$ cat config.mk
export PLATFORM = sky130hd
export DESIGN_NAME = twc_timer_ctrl
export DESIGN_NICKNAME = d
export VERILOG_FILES = /design/src/design/twc_pkg.sv /design/src/design/twc_timer_ctrl.sv
export SDC_FILE = /design/constraint.sdc
export NUM_CORES = 1
export LEC_CHECK = 0
export BUFFER_PORTS_ARGS = -buffer_cell sky130_fd_sc_hd__buf_2
export CORE_ASPECT_RATIO = 1.4
export CORE_MARGIN = 10
export CORE_UTILIZATION = 50
export CTS_CLUSTER_DIAMETER = 100
export DETAILED_ROUTE_END_ITERATION = 6
export GPL_TIMING_DRIVEN = 0
export PLACE_DENSITY = 0.68
export SETUP_SLACK_MARGIN = 0.3
export SYNTH_ARGS = -nofsm -noshare
export SYNTH_HDL_FRONTEND = slang
export SYNTH_SLANG_ARGS = --single-unit
$ cat constraint.sdc
create_clock -name pclk -period 4.55 [get_ports pclk]
set_input_delay 0.91 -clock pclk [delete_from_list [all_inputs] [get_ports pclk]]
set_output_delay 0.91 -clock pclk [all_outputs]
set_load 0.005 [all_outputs]
$ cat src/design/twc_pkg.sv
package twc_pkg;

  // Bus word and address carriers
  typedef logic [31:0] twc_word_t;
  typedef logic [7:0] twc_addr_t;
  typedef logic [5:0] twc_idx_t;

  // Register indices; byte address is four times the index
  localparam twc_idx_t TWC_IDX_ENABLE = 6'h00;
  localparam twc_idx_t TWC_IDX_WAVE = 6'h01;
  localparam twc_idx_t TWC_IDX_LEVEL = 6'h02;
  localparam twc_idx_t TWC_IDX_SPLIT = 6'h03;
  localparam twc_idx_t TWC_IDX_LOCK_CLR = 6'h04;
  localparam twc_idx_t TWC_IDX_LOCK_SET = 6'h05;
  localparam twc_idx_t TWC_IDX_BV_CLR = 6'h06;
  localparam twc_idx_t TWC_IDX_BV_SET = 6'h07;
  localparam twc_idx_t TWC_IDX_COUNT = 6'h08;
  localparam twc_idx_t TWC_IDX_PER_BUF = 6'h09;
  localparam twc_idx_t TWC_IDX_CMP_BUF0 = 6'h0a;
  localparam twc_idx_t TWC_IDX_PER_ACT = 6'h0d;
  localparam twc_idx_t TWC_IDX_CMP_ACT0 = 6'h0e;
  localparam twc_idx_t TWC_IDX_LAST = 6'h10;

  // Field positions
  localparam int TWC_WAVE_MODE_LSB = 0;
  localparam int TWC_WAVE_AUTO_LOCK_BIT = 3;
  localparam int TWC_WAVE_CMPEN_LSB = 4;
  localparam int TWC_LOCK_DIR_BIT = 0;
  localparam int TWC_LOCK_UPDATE_LOCK_BIT = 1;
  localparam int TWC_LOCK_CMD_LSB = 2;
  localparam int TWC_BV_PER_BIT = 0;
  localparam int TWC_BV_CMP_LSB = 1;

  // Waveform mode codes
  localparam logic [2:0] TWC_WG_NORMAL = 3'h0;
  localparam logic [2:0] TWC_WG_FREQUENCY = 3'h1;
  localparam logic [2:0] TWC_WG_SINGLE = 3'h3;
  localparam logic [2:0] TWC_WG_TWO_RAMP_HIGH = 3'h5;
  localparam logic [2:0] TWC_WG_TWO_RAMP_BOTH = 3'h6;
  localparam logic [2:0] TWC_WG_TWO_RAMP_LOW = 3'h7;

  // Command codes
  localparam logic [1:0] TWC_CMD_NONE = 2'h0;
  localparam logic [1:0] TWC_CMD_UPDATE = 2'h1;
  localparam logic [1:0] TWC_CMD_RESTART = 2'h2;
  localparam logic [1:0] TWC_CMD_HARD = 2'h3;

  // Values after reset
  localparam logic [15:0] TWC_PER_RST = 16'hffff;
  localparam logic [15:0] TWC_CNT_RST = 16'h0000;
  localparam logic [15:0] TWC_CMP_RST = 16'h0000;
  localparam logic [2:0] TWC_MODE_RST = 3'h0;

endpackage : twc_pkg

$ cat src/design/twc_timer_ctrl.sv
`timescale 1ns/10ps
module twc_timer_ctrl #(
  parameter int NCH = 3
) (
  input wire logic pclk,
  input wire logic presetn,
  input wire twc_pkg::twc_addr_t paddr,
  input wire logic psel,
  input wire logic penable,
  input wire logic pwrite,
  input wire twc_pkg::twc_word_t pwdata,
  input wire logic [3:0] pstrb,
  output twc_pkg::twc_word_t prdata,
  output logic pready,
  output logic pslverr,
  input wire logic [NCH-1:0] port_level,
  output logic [NCH-1:0] wave_pin_q,
  output logic [NCH-1:0] wave_oe_q,
  output logic overflow_q
);
  import twc_pkg::*;

  logic pready_q;
  logic pslverr_q;
  twc_word_t prdata_q;
  twc_word_t rdata;
  logic enable_q;
  logic [2:0] mode_q;
  logic auto_lock_q;
  logic [NCH-1:0] cmp_en_q;
  logic [NCH-1:0] ov_q;
  logic split_q;
  logic dir_q;
  logic lock_q;
  logic per_bv_q;
  logic [NCH-1:0] cmp_bv_q;
  logic [15:0] cnt_q;
  logic [15:0] cnt_d;
  logic [15:0] per_q;
  logic [15:0] per_buf_q;
  logic [15:0] cmp_q [NCH];
  logic [15:0] cmp_buf_q [NCH];
  logic [NCH-1:0] wg_q;

  // Bus decode; writes land on the edge where pready is seen high
  twc_idx_t idx;
  logic acc;
  logic wr;
  logic mapped;
  assign idx = paddr[7:2];
  assign acc = psel & penable & pready_q;
  assign wr = acc & pwrite & pstrb[0];
  assign mapped = idx <= TWC_IDX_LAST;
  assign prdata = prdata_q;
  assign pready = pready_q;
  assign pslverr = pslverr_q;

  // Byte-lane merge for the 16-bit buffer registers
  function automatic logic [15:0] twc_merge(input logic [15:0] old, input twc_word_t d,
                                             input logic [3:0] s);
    logic [15:0] r;
    r = old;
    if (s[0])
    begin
      r[7:0] = d[7:0];
    end
    if (s[1])
    begin
      r[15:8] = d[15:8];
    end
    return r;
  endfunction : twc_merge

  // Command decode from either companion register
  logic lock_clr_wr;
  logic lock_set_wr;
  logic [1:0] cmd;
  logic cmd_upd;
  logic cmd_restart;
  logic cmd_hard;
  assign lock_clr_wr = wr & (idx == TWC_IDX_LOCK_CLR);
  assign lock_set_wr = wr & (idx == TWC_IDX_LOCK_SET);
  assign cmd = (lock_clr_wr | lock_set_wr) ? pwdata[TWC_LOCK_CMD_LSB +: 2] : TWC_CMD_NONE;
  assign cmd_upd = cmd == TWC_CMD_UPDATE;
  assign cmd_restart = cmd == TWC_CMD_RESTART;
  assign cmd_hard = (cmd == TWC_CMD_HARD) & ~enable_q;

  // Mode decode
  logic dual;
  logic single;
  logic wave_mode;
  logic [15:0] top_val;
  logic run;
  assign dual = (mode_q == TWC_WG_TWO_RAMP_HIGH) | (mode_q == TWC_WG_TWO_RAMP_BOTH)
                | (mode_q == TWC_WG_TWO_RAMP_LOW);
  assign single = mode_q == TWC_WG_SINGLE;
  assign wave_mode = dual | single | (mode_q == TWC_WG_FREQUENCY);
  assign top_val = (mode_q == TWC_WG_FREQUENCY) ? cmp_q[0] : per_q;
  assign run = enable_q & ~split_q;

  // Next count and slope turning points
  logic at_top;
  logic at_bot;
  logic hit_top;
  logic hit_bot;
  logic dir_hw;
  assign at_top = cnt_q == top_val;
  assign at_bot = cnt_q == TWC_CNT_RST;
  always_comb
  begin
    cnt_d = cnt_q;
    dir_hw = dir_q;
    hit_top = 1'b0;
    hit_bot = 1'b0;
    if (run)
    begin
      if (dual)
      begin
        if (!dir_q && at_top)
        begin
          dir_hw = 1'b1;
          cnt_d = cnt_q - 16'h0001;
          hit_top = 1'b1;
        end
        else if (dir_q && at_bot)
        begin
          dir_hw = 1'b0;
          cnt_d = cnt_q + 16'h0001;
          hit_bot = 1'b1;
        end
        else
        begin
          cnt_d = dir_q ? cnt_q - 16'h0001 : cnt_q + 16'h0001;
        end
      end
      else if (!dir_q)
      begin
        hit_top = at_top;
        cnt_d = at_top ? TWC_CNT_RST : cnt_q + 16'h0001;
      end
      else
      begin
        hit_bot = at_bot;
        cnt_d = at_bot ? top_val : cnt_q - 16'h0001;
      end
    end
  end

  // Update and overflow points per mode; single slope wraps at top counting up, at bottom counting down
  logic upd_hw;
  logic ovf_hw;
  logic update;
  logic transfer;
  logic all_valid;
  always_comb
  begin
    if (single)
    begin
      upd_hw = hit_top | hit_bot;
      ovf_hw = hit_top | hit_bot;
    end
    else if (dual)
    begin
      upd_hw = hit_bot;
      ovf_hw = (mode_q == TWC_WG_TWO_RAMP_HIGH) ? hit_top :
               (mode_q == TWC_WG_TWO_RAMP_BOTH) ? (hit_top | hit_bot) : hit_bot;
    end
    else
    begin
      upd_hw = hit_top;
      ovf_hw = hit_top;
    end
  end
  assign update = upd_hw | cmd_upd;
  assign transfer = update & ~lock_q;
  assign all_valid = &(cmp_bv_q | ~cmp_en_q);

  // Plain control registers
  always_ff @(posedge pclk or negedge presetn)
  begin
    if (!presetn)
    begin
      enable_q <= 1'b0;
      mode_q <= TWC_MODE_RST;
      auto_lock_q <= 1'b0;
      cmp_en_q <= '0;
      ov_q <= '0;
      split_q <= 1'b0;
    end
    else if (wr)
    begin
      if (idx == TWC_IDX_ENABLE)
        enable_q <= pwdata[0];
      if (idx == TWC_IDX_WAVE)
      begin
        mode_q <= pwdata[TWC_WAVE_MODE_LSB +: 3];
        auto_lock_q <= pwdata[TWC_WAVE_AUTO_LOCK_BIT];
        cmp_en_q <= pwdata[TWC_WAVE_CMPEN_LSB +: NCH];
      end
      if (idx == TWC_IDX_LEVEL)
        ov_q <= pwdata[NCH-1:0];
      if (idx == TWC_IDX_SPLIT)
        split_q <= pwdata[0];
    end
  end

  // Lock bit: auto-lock first, then software companions; hardware set wins
  logic auto_lock_rise;
  assign auto_lock_rise = wr & (idx == TWC_IDX_WAVE) & pwdata[TWC_WAVE_AUTO_LOCK_BIT]
                          & ~auto_lock_q;
  always_ff @(posedge pclk or negedge presetn)
  begin
    if (!presetn)
      lock_q <= 1'b0;
    else if (auto_lock_rise || (auto_lock_q && transfer))
      lock_q <= 1'b1;
    else if (auto_lock_q && lock_q && all_valid)
      lock_q <= 1'b0;
    else if (lock_set_wr && pwdata[TWC_LOCK_UPDATE_LOCK_BIT])
      lock_q <= 1'b1;
    else if (lock_clr_wr && pwdata[TWC_LOCK_UPDATE_LOCK_BIT])
      lock_q <= 1'b0;
  end

  // Direction: bus writes take priority over the slope logic
  always_ff @(posedge pclk or negedge presetn)
  begin
    if (!presetn)
      dir_q <= 1'b0;
    else if (cmd_restart || cmd_hard)
      dir_q <= 1'b0;
    else if (lock_set_wr && pwdata[TWC_LOCK_DIR_BIT])
      dir_q <= 1'b1;
    else if (lock_clr_wr && pwdata[TWC_LOCK_DIR_BIT])
      dir_q <= 1'b0;
    else
      dir_q <= dir_hw;
  end

  // Buffer valid flags; a buffer write wins over a same-cycle clear
  always_ff @(posedge pclk or negedge presetn)
  begin
    if (!presetn)
    begin
      per_bv_q <= 1'b0;
      cmp_bv_q <= '0;
    end
    else if (cmd_hard)
    begin
      per_bv_q <= 1'b0;
      cmp_bv_q <= '0;
    end
    else
    begin
      per_bv_q <= (per_bv_q & ~transfer
                   & ~(wr && idx == TWC_IDX_BV_CLR && pwdata[TWC_BV_PER_BIT]))
                  | (wr && idx == TWC_IDX_BV_SET && pwdata[TWC_BV_PER_BIT])
                  | (acc && pwrite && idx == TWC_IDX_PER_BUF && !split_q);
      for (int n = 0; n < NCH; n++)
      begin
        cmp_bv_q[n] <= (cmp_bv_q[n] & ~transfer
                        & ~(wr && idx == TWC_IDX_BV_CLR && pwdata[TWC_BV_CMP_LSB+n]))
                       | (wr && idx == TWC_IDX_BV_SET && pwdata[TWC_BV_CMP_LSB+n])
                       | (acc && pwrite && !split_q
                          && idx == TWC_IDX_CMP_BUF0 + twc_idx_t'(n));
      end
    end
  end

  // Period and compare: buffered in normal map, direct in split map
  always_ff @(posedge pclk or negedge presetn)
  begin
    if (!presetn)
    begin
      per_q <= TWC_PER_RST;
      per_buf_q <= TWC_PER_RST;
      for (int n = 0; n < NCH; n++)
      begin
        cmp_q[n] <= TWC_CMP_RST;
        cmp_buf_q[n] <= TWC_CMP_RST;
      end
    end
    else if (cmd_hard)
    begin
      per_q <= TWC_PER_RST;
      per_buf_q <= TWC_PER_RST;
      for (int n = 0; n < NCH; n++)
      begin
        cmp_q[n] <= TWC_CMP_RST;
        cmp_buf_q[n] <= TWC_CMP_RST;
      end
    end
    else
    begin
      if (acc && pwrite && idx == TWC_IDX_PER_BUF)
      begin
        if (split_q)
          per_q <= twc_merge(per_q, pwdata, pstrb);
        else
          per_buf_q <= twc_merge(per_buf_q, pwdata, pstrb);
      end
      else if (transfer && per_bv_q)
        per_q <= per_buf_q;
      for (int n = 0; n < NCH; n++)
      begin
        if (acc && pwrite && idx == TWC_IDX_CMP_BUF0 + twc_idx_t'(n))
        begin
          if (split_q)
            cmp_q[n] <= twc_merge(cmp_q[n], pwdata, pstrb);
          else
            cmp_buf_q[n] <= twc_merge(cmp_buf_q[n], pwdata, pstrb);
        end
        else if (transfer && cmp_bv_q[n])
          cmp_q[n] <= cmp_buf_q[n];
      end
    end
  end

  // Counter; split runs two byte counters down from the period bytes
  always_ff @(posedge pclk or negedge presetn)
  begin
    if (!presetn)
      cnt_q <= TWC_CNT_RST;
    else if (cmd_restart || cmd_hard)
      cnt_q <= TWC_CNT_RST;
    else if (run)
      cnt_q <= cnt_d;
    else if (enable_q && split_q)
    begin
      cnt_q[7:0] <= (cnt_q[7:0] == 8'h00) ? per_q[7:0] : cnt_q[7:0] - 8'h01;
      cnt_q[15:8] <= (cnt_q[15:8] == 8'h00) ? per_q[15:8] : cnt_q[15:8] - 8'h01;
    end
  end

  // Waveform generator levels
  logic [NCH-1:0] match;
  always_comb
  begin
    for (int n = 0; n < NCH; n++)
      match[n] = run && cnt_q == cmp_q[n];
  end
  always_ff @(posedge pclk or negedge presetn)
  begin
    if (!presetn)
      wg_q <= '0;
    else if (cmd_hard)
      wg_q <= '0;
    else if (!enable_q)
    begin
      if (wr && idx == TWC_IDX_LEVEL)
        wg_q <= pwdata[NCH-1:0];
    end
    else
    begin
      for (int n = 0; n < NCH; n++)
      begin
        if (mode_q == TWC_WG_FREQUENCY && match[n])
          wg_q[n] <= ~wg_q[n];
        else if (single && (hit_top || hit_bot))
          wg_q[n] <= 1'b1;
        else if (single && match[n])
          wg_q[n] <= 1'b0;
        else if (dual && match[n])
          wg_q[n] <= dir_q; // Cleared going up, set going down
      end
    end
  end

  // Pin drive: registered so the pins never glitch on mode writes
  always_ff @(posedge pclk or negedge presetn)
  begin
    if (!presetn)
    begin
      wave_pin_q <= '0;
      wave_oe_q <= '0;
      overflow_q <= 1'b0;
    end
    else
    begin
      for (int n = 0; n < NCH; n++)
      begin
        wave_oe_q[n] <= wave_mode & cmp_en_q[n];
        wave_pin_q[n] <= (wave_mode & cmp_en_q[n]) ? wg_q[n] : port_level[n];
      end
      overflow_q <= run & ovf_hw;
    end
  end

  // Read mux
  always_comb
  begin
    rdata = '0;
    unique case (idx)
      TWC_IDX_ENABLE: rdata[0] = enable_q;
      TWC_IDX_WAVE:
      begin
        rdata[TWC_WAVE_MODE_LSB +: 3] = mode_q;
        rdata[TWC_WAVE_AUTO_LOCK_BIT] = auto_lock_q;
        rdata[TWC_WAVE_CMPEN_LSB +: NCH] = cmp_en_q;
      end
      TWC_IDX_LEVEL: rdata[NCH-1:0] = ov_q;
      TWC_IDX_SPLIT: rdata[0] = split_q;
      TWC_IDX_LOCK_CLR, TWC_IDX_LOCK_SET:
      begin
        rdata[TWC_LOCK_DIR_BIT] = dir_q;
        rdata[TWC_LOCK_UPDATE_LOCK_BIT] = lock_q; // Command field stays zero
      end
      TWC_IDX_BV_CLR, TWC_IDX_BV_SET:
      begin
        rdata[TWC_BV_PER_BIT] = per_bv_q;
        rdata[TWC_BV_CMP_LSB +: NCH] = cmp_bv_q;
      end
      TWC_IDX_COUNT: rdata[15:0] = cnt_q;
      TWC_IDX_PER_BUF: rdata[15:0] = per_buf_q;
      TWC_IDX_PER_ACT: rdata[15:0] = per_q;
      default:
      begin
        for (int n = 0; n < NCH; n++)
        begin
          if (idx == TWC_IDX_CMP_BUF0 + twc_idx_t'(n))
            rdata[15:0] = cmp_buf_q[n];
          if (idx == TWC_IDX_CMP_ACT0 + twc_idx_t'(n))
            rdata[15:0] = cmp_q[n];
        end
      end
    endcase
  end

  // One wait state keeps read data and ready both registered
  always_ff @(posedge pclk or negedge presetn)
  begin
    if (!presetn)
    begin
      pready_q <= 1'b0;
      pslverr_q <= 1'b0;
      prdata_q <= '0;
    end
    else
    begin
      pready_q <= psel & penable & ~pready_q;
      pslverr_q <= psel & penable & ~pready_q & ~mapped;
      prdata_q <= (psel & penable & ~pready_q & ~pwrite & mapped) ? rdata : '0;
    end
  end
endmodule : twc_timer_ctrl

==> flow_summary.json, run 1 <==
{
  "hold_path.class": "in -> async",
  "end_kind": "flip-flop",
  "status": "finished with violations",
  "ir_worst_vdd_mv": 0.2873,
  "globalRoute.totalOverflow": 0,
  "hold_viol": 0,
  "pre_cts_slack_ns": 0.08102,
  "yosysSeqAreaShare": 0.3929,
  "finalMaxSlewViolations": 0,
  "pwr-share-clk": 0.433,
  "path_class": "reg -> reg",
  "powerDensity_nw_per_um2": 266.9,
  "h-tree-depth": 4,
  "drt_iter0_drc": 1260,
  "area_growth_pct": 11.13,
  "start_kind": "flip-flop",
  "met3_usage": 0.04679,
  "maxCapViolCount": 0,
  "max_freq_ghz": 0.2392,
  "drtAntennaViolNets": 0,
  "clk-insertion-delay-late_ns": 0.45,
  "grt_pass1_wl_mm": 75.61,
  "critical_path.max_fanout": 10,
  "routedWlPerCell_um": 26.98,
  "portBuffers": 51,
  "grt_max_degree": 123,
  "worstPathRequired_ns": 4.86,
  "root_buffer": "clkbuf_16",
  "syn_area_um2": 12200,
  "pwr-share-comb": 0.082,
  "leakage_nw": 5.963,
  "final_cell_mix": "200 x nand2_1, 158 x dfrtp_1, 147 x nor2_1",
  "final_cells": 1865,
  "p_seq_frac": 0.485,
  "rsz0062_at_grt": "false",
  "p_int_mw": 2.646,
  "r2r_start": "mode_q[2]",
  "viasPerCell": 6.570,
  "firstDrtPassIters": 7,
  "boundaryPins": 93,
  "seqCellArea_um2": 4795,
  "core_area_um2": 23980,
  "r2r_slack_ns": 0.37,
  "grt.met1_usage": 0.3703,
  "fin_total_pwr_mw": 3.620,
  "grt-busiest-layer": "met2",
  "layout_commonest_cell": "nand2_1",
  "synth-seq-cells": 190,
  "grtUsageMet2": 0.5140,
  "violations": "design-rule violations",
  "r2r_end": "cmp_q[32]",
  "slew_headroom": 0.1922,
  "finish.utilization": 0.5657,
  "synth_edf_count": 0,
  "clockBufferDepth": 2,
  "reg2reg_depth": 10,
  "cts.sinks": 190,
  "cts_tree": "built",
  "syn_inst": 1457,
  "die_w_um": 152.0,
  "tightest_slew_ns": 1.202,
  "num-nets-final": 1601,
  "switching_share": 0.2691,
  "n_antenna_cell": 0,
  "setup_ws_ns": 0.3688,
  "p_switching_mw": 0.9739,
  "synth-async-reset-ratio": 1.000,
  "synth_area_per_cell_um2": 8.376,
  "antenna_found_initial": 0,
  "multi_input_comb_area_um2": 6813,
  "die_y_um": 204.9,
  "start_util": 0.5090,
  "period_share": 0.9190,
  "ys_types": 74,
  "drive_gt1_frac": 0.1248,
  "remaining_drc_errors": 15,
  "clk_pin_slew_ns": 0.08,
  "grt_use_total": 0.3136,
  "gp_congestion": 1.019,
  "holdBufCountCts": 0,
  "grt_pass1_vias": 12160,
  "die_area_um2": 31150,
  "dp_hpwl_mm": 38.93,
  "via_count": 12250,
  "wirelength_mm": 50.32,
  "critical_path_arrival_ns": 4.49,
  "finalClockSkew_ns": 0.01155,
  "numCtsBuffers": 17,
  "yosysWarnings": 0,
  "setup_viol": 0,
  "rows": 67,
  "synth_ff_type": "dfrtp_1",
  "min_period_ns": 4.181,
  "placedCellCount": 1834,
  "fillCellCount": 2309
}
==> worst max path at each step <==
| stage | from | to | cells past startpoint |
|---|---|---|---|
| 3_3_place_gp | presetn | cmp_q[11] | 1 |
| 3_5_place_dp | paddr[3] | cmp_buf_q[4] | 9 |
| 6_report | mode_q[2] | cmp_q[32] | 10 |
| 4_1_cts | cnt_q[8] | cmp_q[32] | 14 |
| 2_1_floorplan | cnt_q[8] | cmp_q[21] | 15 |
| 5_1_grt | mode_q[2] | cmp_q[32] | 10 |
==> power groups by stage <==
stage	Combinational [mW]	Sequential, mW	Clock [mW]
detailed placement	0.287	1.78	0
global route	0.319	1.76	1.63
finish	0.296	1.75	1.57
floorplan	0.153	1.77	0
global placement	0.283	1.78	0
CTS	0.289	1.75	1.57
==> per-stage QoR <==
stage / TNS [ns] / hold slack (ns) / cell area [um^2]
after global placement: -103.33 / 0.4818 / 12900
after floorplan: 0 / 0.4652 / 12260
final: 0 / 0.4237 / 13560
after global routing: 0 / 0.4613 / 13560
after detailed placement: 0 / 0.4846 / 12940
after CTS: 0 / 0.4452 / 13550
==> logic make-up (layout without fill, tap and decap cells) <==
group / Yosys count / after routing / share of synthesized area
other: 1 / 16 / 0.0003073
xor gates and xnor gates: 66 / 66 / 0.04737
adders and majority gates: 6 / 6 / 0.006151
muxes: 84 / 84 / 0.07166
and+or+nand+nor: 516 / 516 / 0.1906
buffers and inverters: 147 / 230 / 0.05557
DFF: 190 / 190 / 0.3929
AOI/OAI and AO/OA: 447 / 447 / 0.2355
==> state kept, by name (all words and copies together) (netlist names), 3 cells and up <==
name and flops:
cnt_q 16, per_buf_q 16, per_q 16, cmp_buf_q 48, ov_q 3, cmp_q 48, wave_pin_q 3, wave_oe_q 3
mode_q 3, cmp_bv_q 3, prdata 16, cmp_en_q 3, wg_q 3
==> routing by layer <==
metal,part of all wire,routed length (um)
met2,0.48,23910
met5,0,0
met1,0.37,18480
met3,0.082,4147
met4,0.075,3774
==> final cells by class <==
type                       instances  area share
multi-input combinational       1135      0.5023
sequential                       190      0.3535
buffer                           122     0.04336
clock buffer                      18     0.03238
tap                              310     0.02860
timing repair buffer              52     0.02159
clock inverter                    13     0.01135
inverter                          25    0.006919
==> worst max-delay path, stage by stage, from the launching register on <==
cell and delay (ns):
dfrtp_1 0.38, clkbuf_1 0.27, nor3b_2 0.70, nor4_1 0.16, o2111ai_1 0.84, o32a_1 0.46, buf_6 0.21, nand2b_1 0.11
clkbuf_1 0.56, mux2i_1 0.25, o22ai_1 0.09
==> synth_stat cells (9+ instances only) <==
cell type  instances  area (um^2)
a211oi_1           9        67.56
a21oi_1          111        555.5
a221oi_1          23        201.4
a222oi_1          12        120.1
a22o_1            11        96.34
a22oi_1           39        292.8
a31oi_1           43        269.0
and2_1            10        62.56
and3_1            10        62.56
buf_1             13        48.80
buf_2             10        50.05
buf_4             18        135.1
clkbuf_1          74        277.8
dfrtp_1          158         3954
dfstp_2           32        840.8
inv_1             25        93.84
mux2_2            27        304.0
mux2i_1           57        570.6
nand2_1          200        750.7
nand2b_1          20        125.1
nand3_1           50        250.2
nand4_1            9        56.30
nor2_1           149        559.3
nor3_1            19        95.09
nor4_1            11        68.82
o21ai_0           89        445.4
o22ai_1           42        262.8
xnor2_1           38        332.8
xor2_1            28        245.2
==> timing repair <==
item | 4_1_cts | 5_1_grt
buffers inserted | 0 | 0
setup endpoints to repair | 17 | 31
gates resized for setup | 3 | 4
Power figures use the tool's default switching activity.
==> run 2: changes to the inputs <==
--- a/config.mk
+++ b/config.mk
@@ -5,10 +5,13 @@
 export SDC_FILE = /design/constraint.sdc
 export NUM_CORES = 1
 export LEC_CHECK = 0
+export ABC_AREA = 1
+export ABC_CLOCK_PERIOD_IN_PS = 4550
 export BUFFER_PORTS_ARGS = -buffer_cell sky130_fd_sc_hd__buf_2
 export CORE_ASPECT_RATIO = 1.4
 export CORE_MARGIN = 10
 export CORE_UTILIZATION = 50
+export CTS_BUF_LIST = sky130_fd_sc_hd__clkbuf_4 sky130_fd_sc_hd__clkbuf_8 sky130_fd_sc_hd__clkbuf_16
 export CTS_CLUSTER_DIAMETER = 100
 export DETAILED_ROUTE_END_ITERATION = 6
 export GPL_TIMING_DRIVEN = 0
==> run 2 against run 1 <==
  * The flow now finishes without violations
  * First-iteration DRC count up 2.9%
  * Clock-buffer cell count is 1 lower
  * Die area is 6.2% higher
  * Synthesized cell count rose by 30%
==> flow_summary.json, run 2 <==
{
  "status": "finished clean",
  "cts_setup_buffers": 0,
  "synth_ff_type": "dfrtp_1",
  "holdBufCountCts": 0,
  "slew_headroom": 0.1242,
  "finalMaxSlewViolations": 0,
  "routedWlPerCell_um": 22.58,
  "core_area_um2": 25550,
  "tightest_slew_ns": 1.314,
  "synth-async-reset-ratio": 1.000,
  "layout_commonest_cell": "nand2_1",
  "cts.sinks": 190,
  "viasPerCell": 5.940,
  "top_regs": "cmp_buf_q x48, cmp_q x48",
  "synth_area_per_cell_um2": 6.892,
  "boundaryPins": 93,
  "h-tree-depth": 4,
  "via_count": 13760,
  "portBuffers": 55,
  "remaining_drc_errors": 0,
  "fin_total_pwr_mw": 5.022,
  "grt_pass1_vias": 13430,
  "yosysTopAreaCellShare": 0.3027,
  "syn_area_um2": 13060,
  "maxCapViolCount": 0,
  "seqCellArea_um2": 4795,
  "drtAntennaViolNets": 0,
  "numCtsBuffers": 17,
  "start_util": 0.5111,
  "dp_hpwl_mm": 41.72,
  "synth_top_cell_by_area": "dfrtp_1",
  "grt_use_total": 0.3203,
  "die_area_um2": 33080,
  "hold_path.class": "in -> async",
  "multi_input_comb_area_um2": 6875,
  "die_y_um": 211.2,
  "max_freq_ghz": 0.2499,
  "yosys-top-cells-count": "566 x nand2_1, 233 x inv_1, 182 x o21ai_0",
  "drive_gt1_frac": 0.1136,
  "whs_ns": 0.3969,
  "hold_viol": 0,
  "setup_viol": 0,
  "synth_most_common_cell": "nand2_1",
  "gp_congestion": 0.9853,
  "root_buffer": "clkbuf_16",
  "die_w_um": 156.6,
  "post_cts_resized": 0,
  "ir_worst_vdd_mv": 0.2578,
  "final_cell_mix": "566 x nand2_1, 233 x inv_1, 182 x o21ai_0",
  "placedCellCount": 2285,
  "powerDensity_nw_per_um2": 348.0,
  "path_class": "reg -> reg",
  "min_period_ns": 4.002,
  "drt_iter0_drc": 1296,
  "clk_pin_slew_ns": 0.08,
  "final_cells": 2317,
  "start_kind": "flip-flop",
  "num-nets-final": 2043,
  "clk-insertion-delay-late_ns": 0.47,
  "fillCellCount": 2628,
  "area_growth_pct": 10.50,
  "critical_path_arrival_ns": 4.35,
  "syn_inst": 1895,
  "synth_edf_count": 0,
  "synth-seq-cells": 190,
  "firstDrtPassIters": 6,
  "antenna_found_initial": 0,
  "grt_pass1_wl_mm": 80.43,
  "end_kind": "flip-flop",
  "finish.utilization": 0.5647,
  "yosysSeqAreaShare": 0.3671,
  "wirelength_mm": 52.33,
  "yosysWarnings": 0,
  "cts_tree": "built",
  "worstPathRequired_ns": 4.90,
  "synthTopCellsByArea": "dfrtp_1 30%, nand2_1 16%, o21ai_0 7.0%",
  "globalRoute.totalOverflow": 0,
  "critical_path.max_fanout": 11,
  "period_share": 0.8796,
  "finalClockSkew_ns": 0.02275,
  "rsz0062_at_grt": "false",
  "leakage_nw": 7.294,
  "ys_types": 52,
  "n_antenna_cell": 0,
  "clockBufferDepth": 2,
  "grt_max_degree": 108,
  "rows": 69
}
run 2: kinds of logic after synthesis:
| family | share of synthesized area |
|---|---|
| DFF | 0.3671 |
| AOI/OAI and AO/OA | 0.1637 |
| xor gates and xnor gates | 0.02951 |
| and+or+nand+nor | 0.3203 |
| muxes | 0.002587 |
| adders and majority gates | 0.005748 |
| other | 0.0002871 |
| buffers and inverters | 0.1107 |
run 2: power breakdown:
group	total [mW]	internal, mW	switching [mW]
Clock	1.60	0.831	0.771
Sequential	1.84	1.78	0.0689
Combinational	1.57	0.488	1.09
Total	5.02	3.09	1.93
run 2: path summary, 6_finish.rpt:
| kind | depth (start not counted) | slack [ns] | end | start |
|---|---|---|---|---|
| min in group pclk | 2 | 0.48 | per_q[4] | per_q[4] |
| hold reg to reg | 2 | 0.48 | per_q[4] | per_q[4] |
| setup / recovery | 18 | 0.55 | cmp_q[13] | cnt_q[9] |
| hold / removal | 1 | 0.40 | overflow_q | presetn |
| max in group asynchronous | 2 | 3.14 | cmp_buf_q[27] | presetn |
| setup reg to reg | 18 | 0.55 | cmp_q[13] | cnt_q[9] |
run 2: per-stage QoR:
stage | setup TNS, ns | area, um^2 | worst slack (ns)
3_5_place_dp | 0 | 13830 | 0.4079
5_1_grt | 0 | 14430 | 0.3325
3_3_place_gp | -103.84 | 13790 | -0.6782
2_1_floorplan | 0 | 13120 | 1.769
4_1_cts | 0 | 14430 | 0.6445
6_report | 0 | 14430 | 0.5480
run 2: area by class of cell:
class	instances	area share
tap	319	0.02766
multi-input combinational	1374	0.4764
inverter	253	0.06589
sequential	190	0.3322
clock inverter	15	0.01231
timing repair buffer	56	0.02168
buffer	93	0.03433
clock buffer	17	0.02948
run 2: critical path, stage by stage (launching register included):
cell	delay, ns
dfrtp_1	0.52
inv_1	0.12
clkbuf_1	0.53
ha_1	0.27
inv_1	0.05
nor3_1	0.12
nand3_1	0.36
nor2_2	0.40
nand2_2	0.22
nor2_2	0.17
inv_1	0.06
a21oi_1	0.12
nand2_1	0.14
nand2_4	0.17
nand3_2	0.10
nand2_4	0.16
nand3_2	0.19
nand2_1	0.11
nand2_1	0.05
run 2: routing by layer:
layer,share of wire,track usage,vias to the layer above
met1,0.36,0.3608,6419
met5,0,0,-
li1,-,-,6450
met2,0.49,0.5411,694
met4,0.079,0.2303,0
met3,0.067,0.04910,201
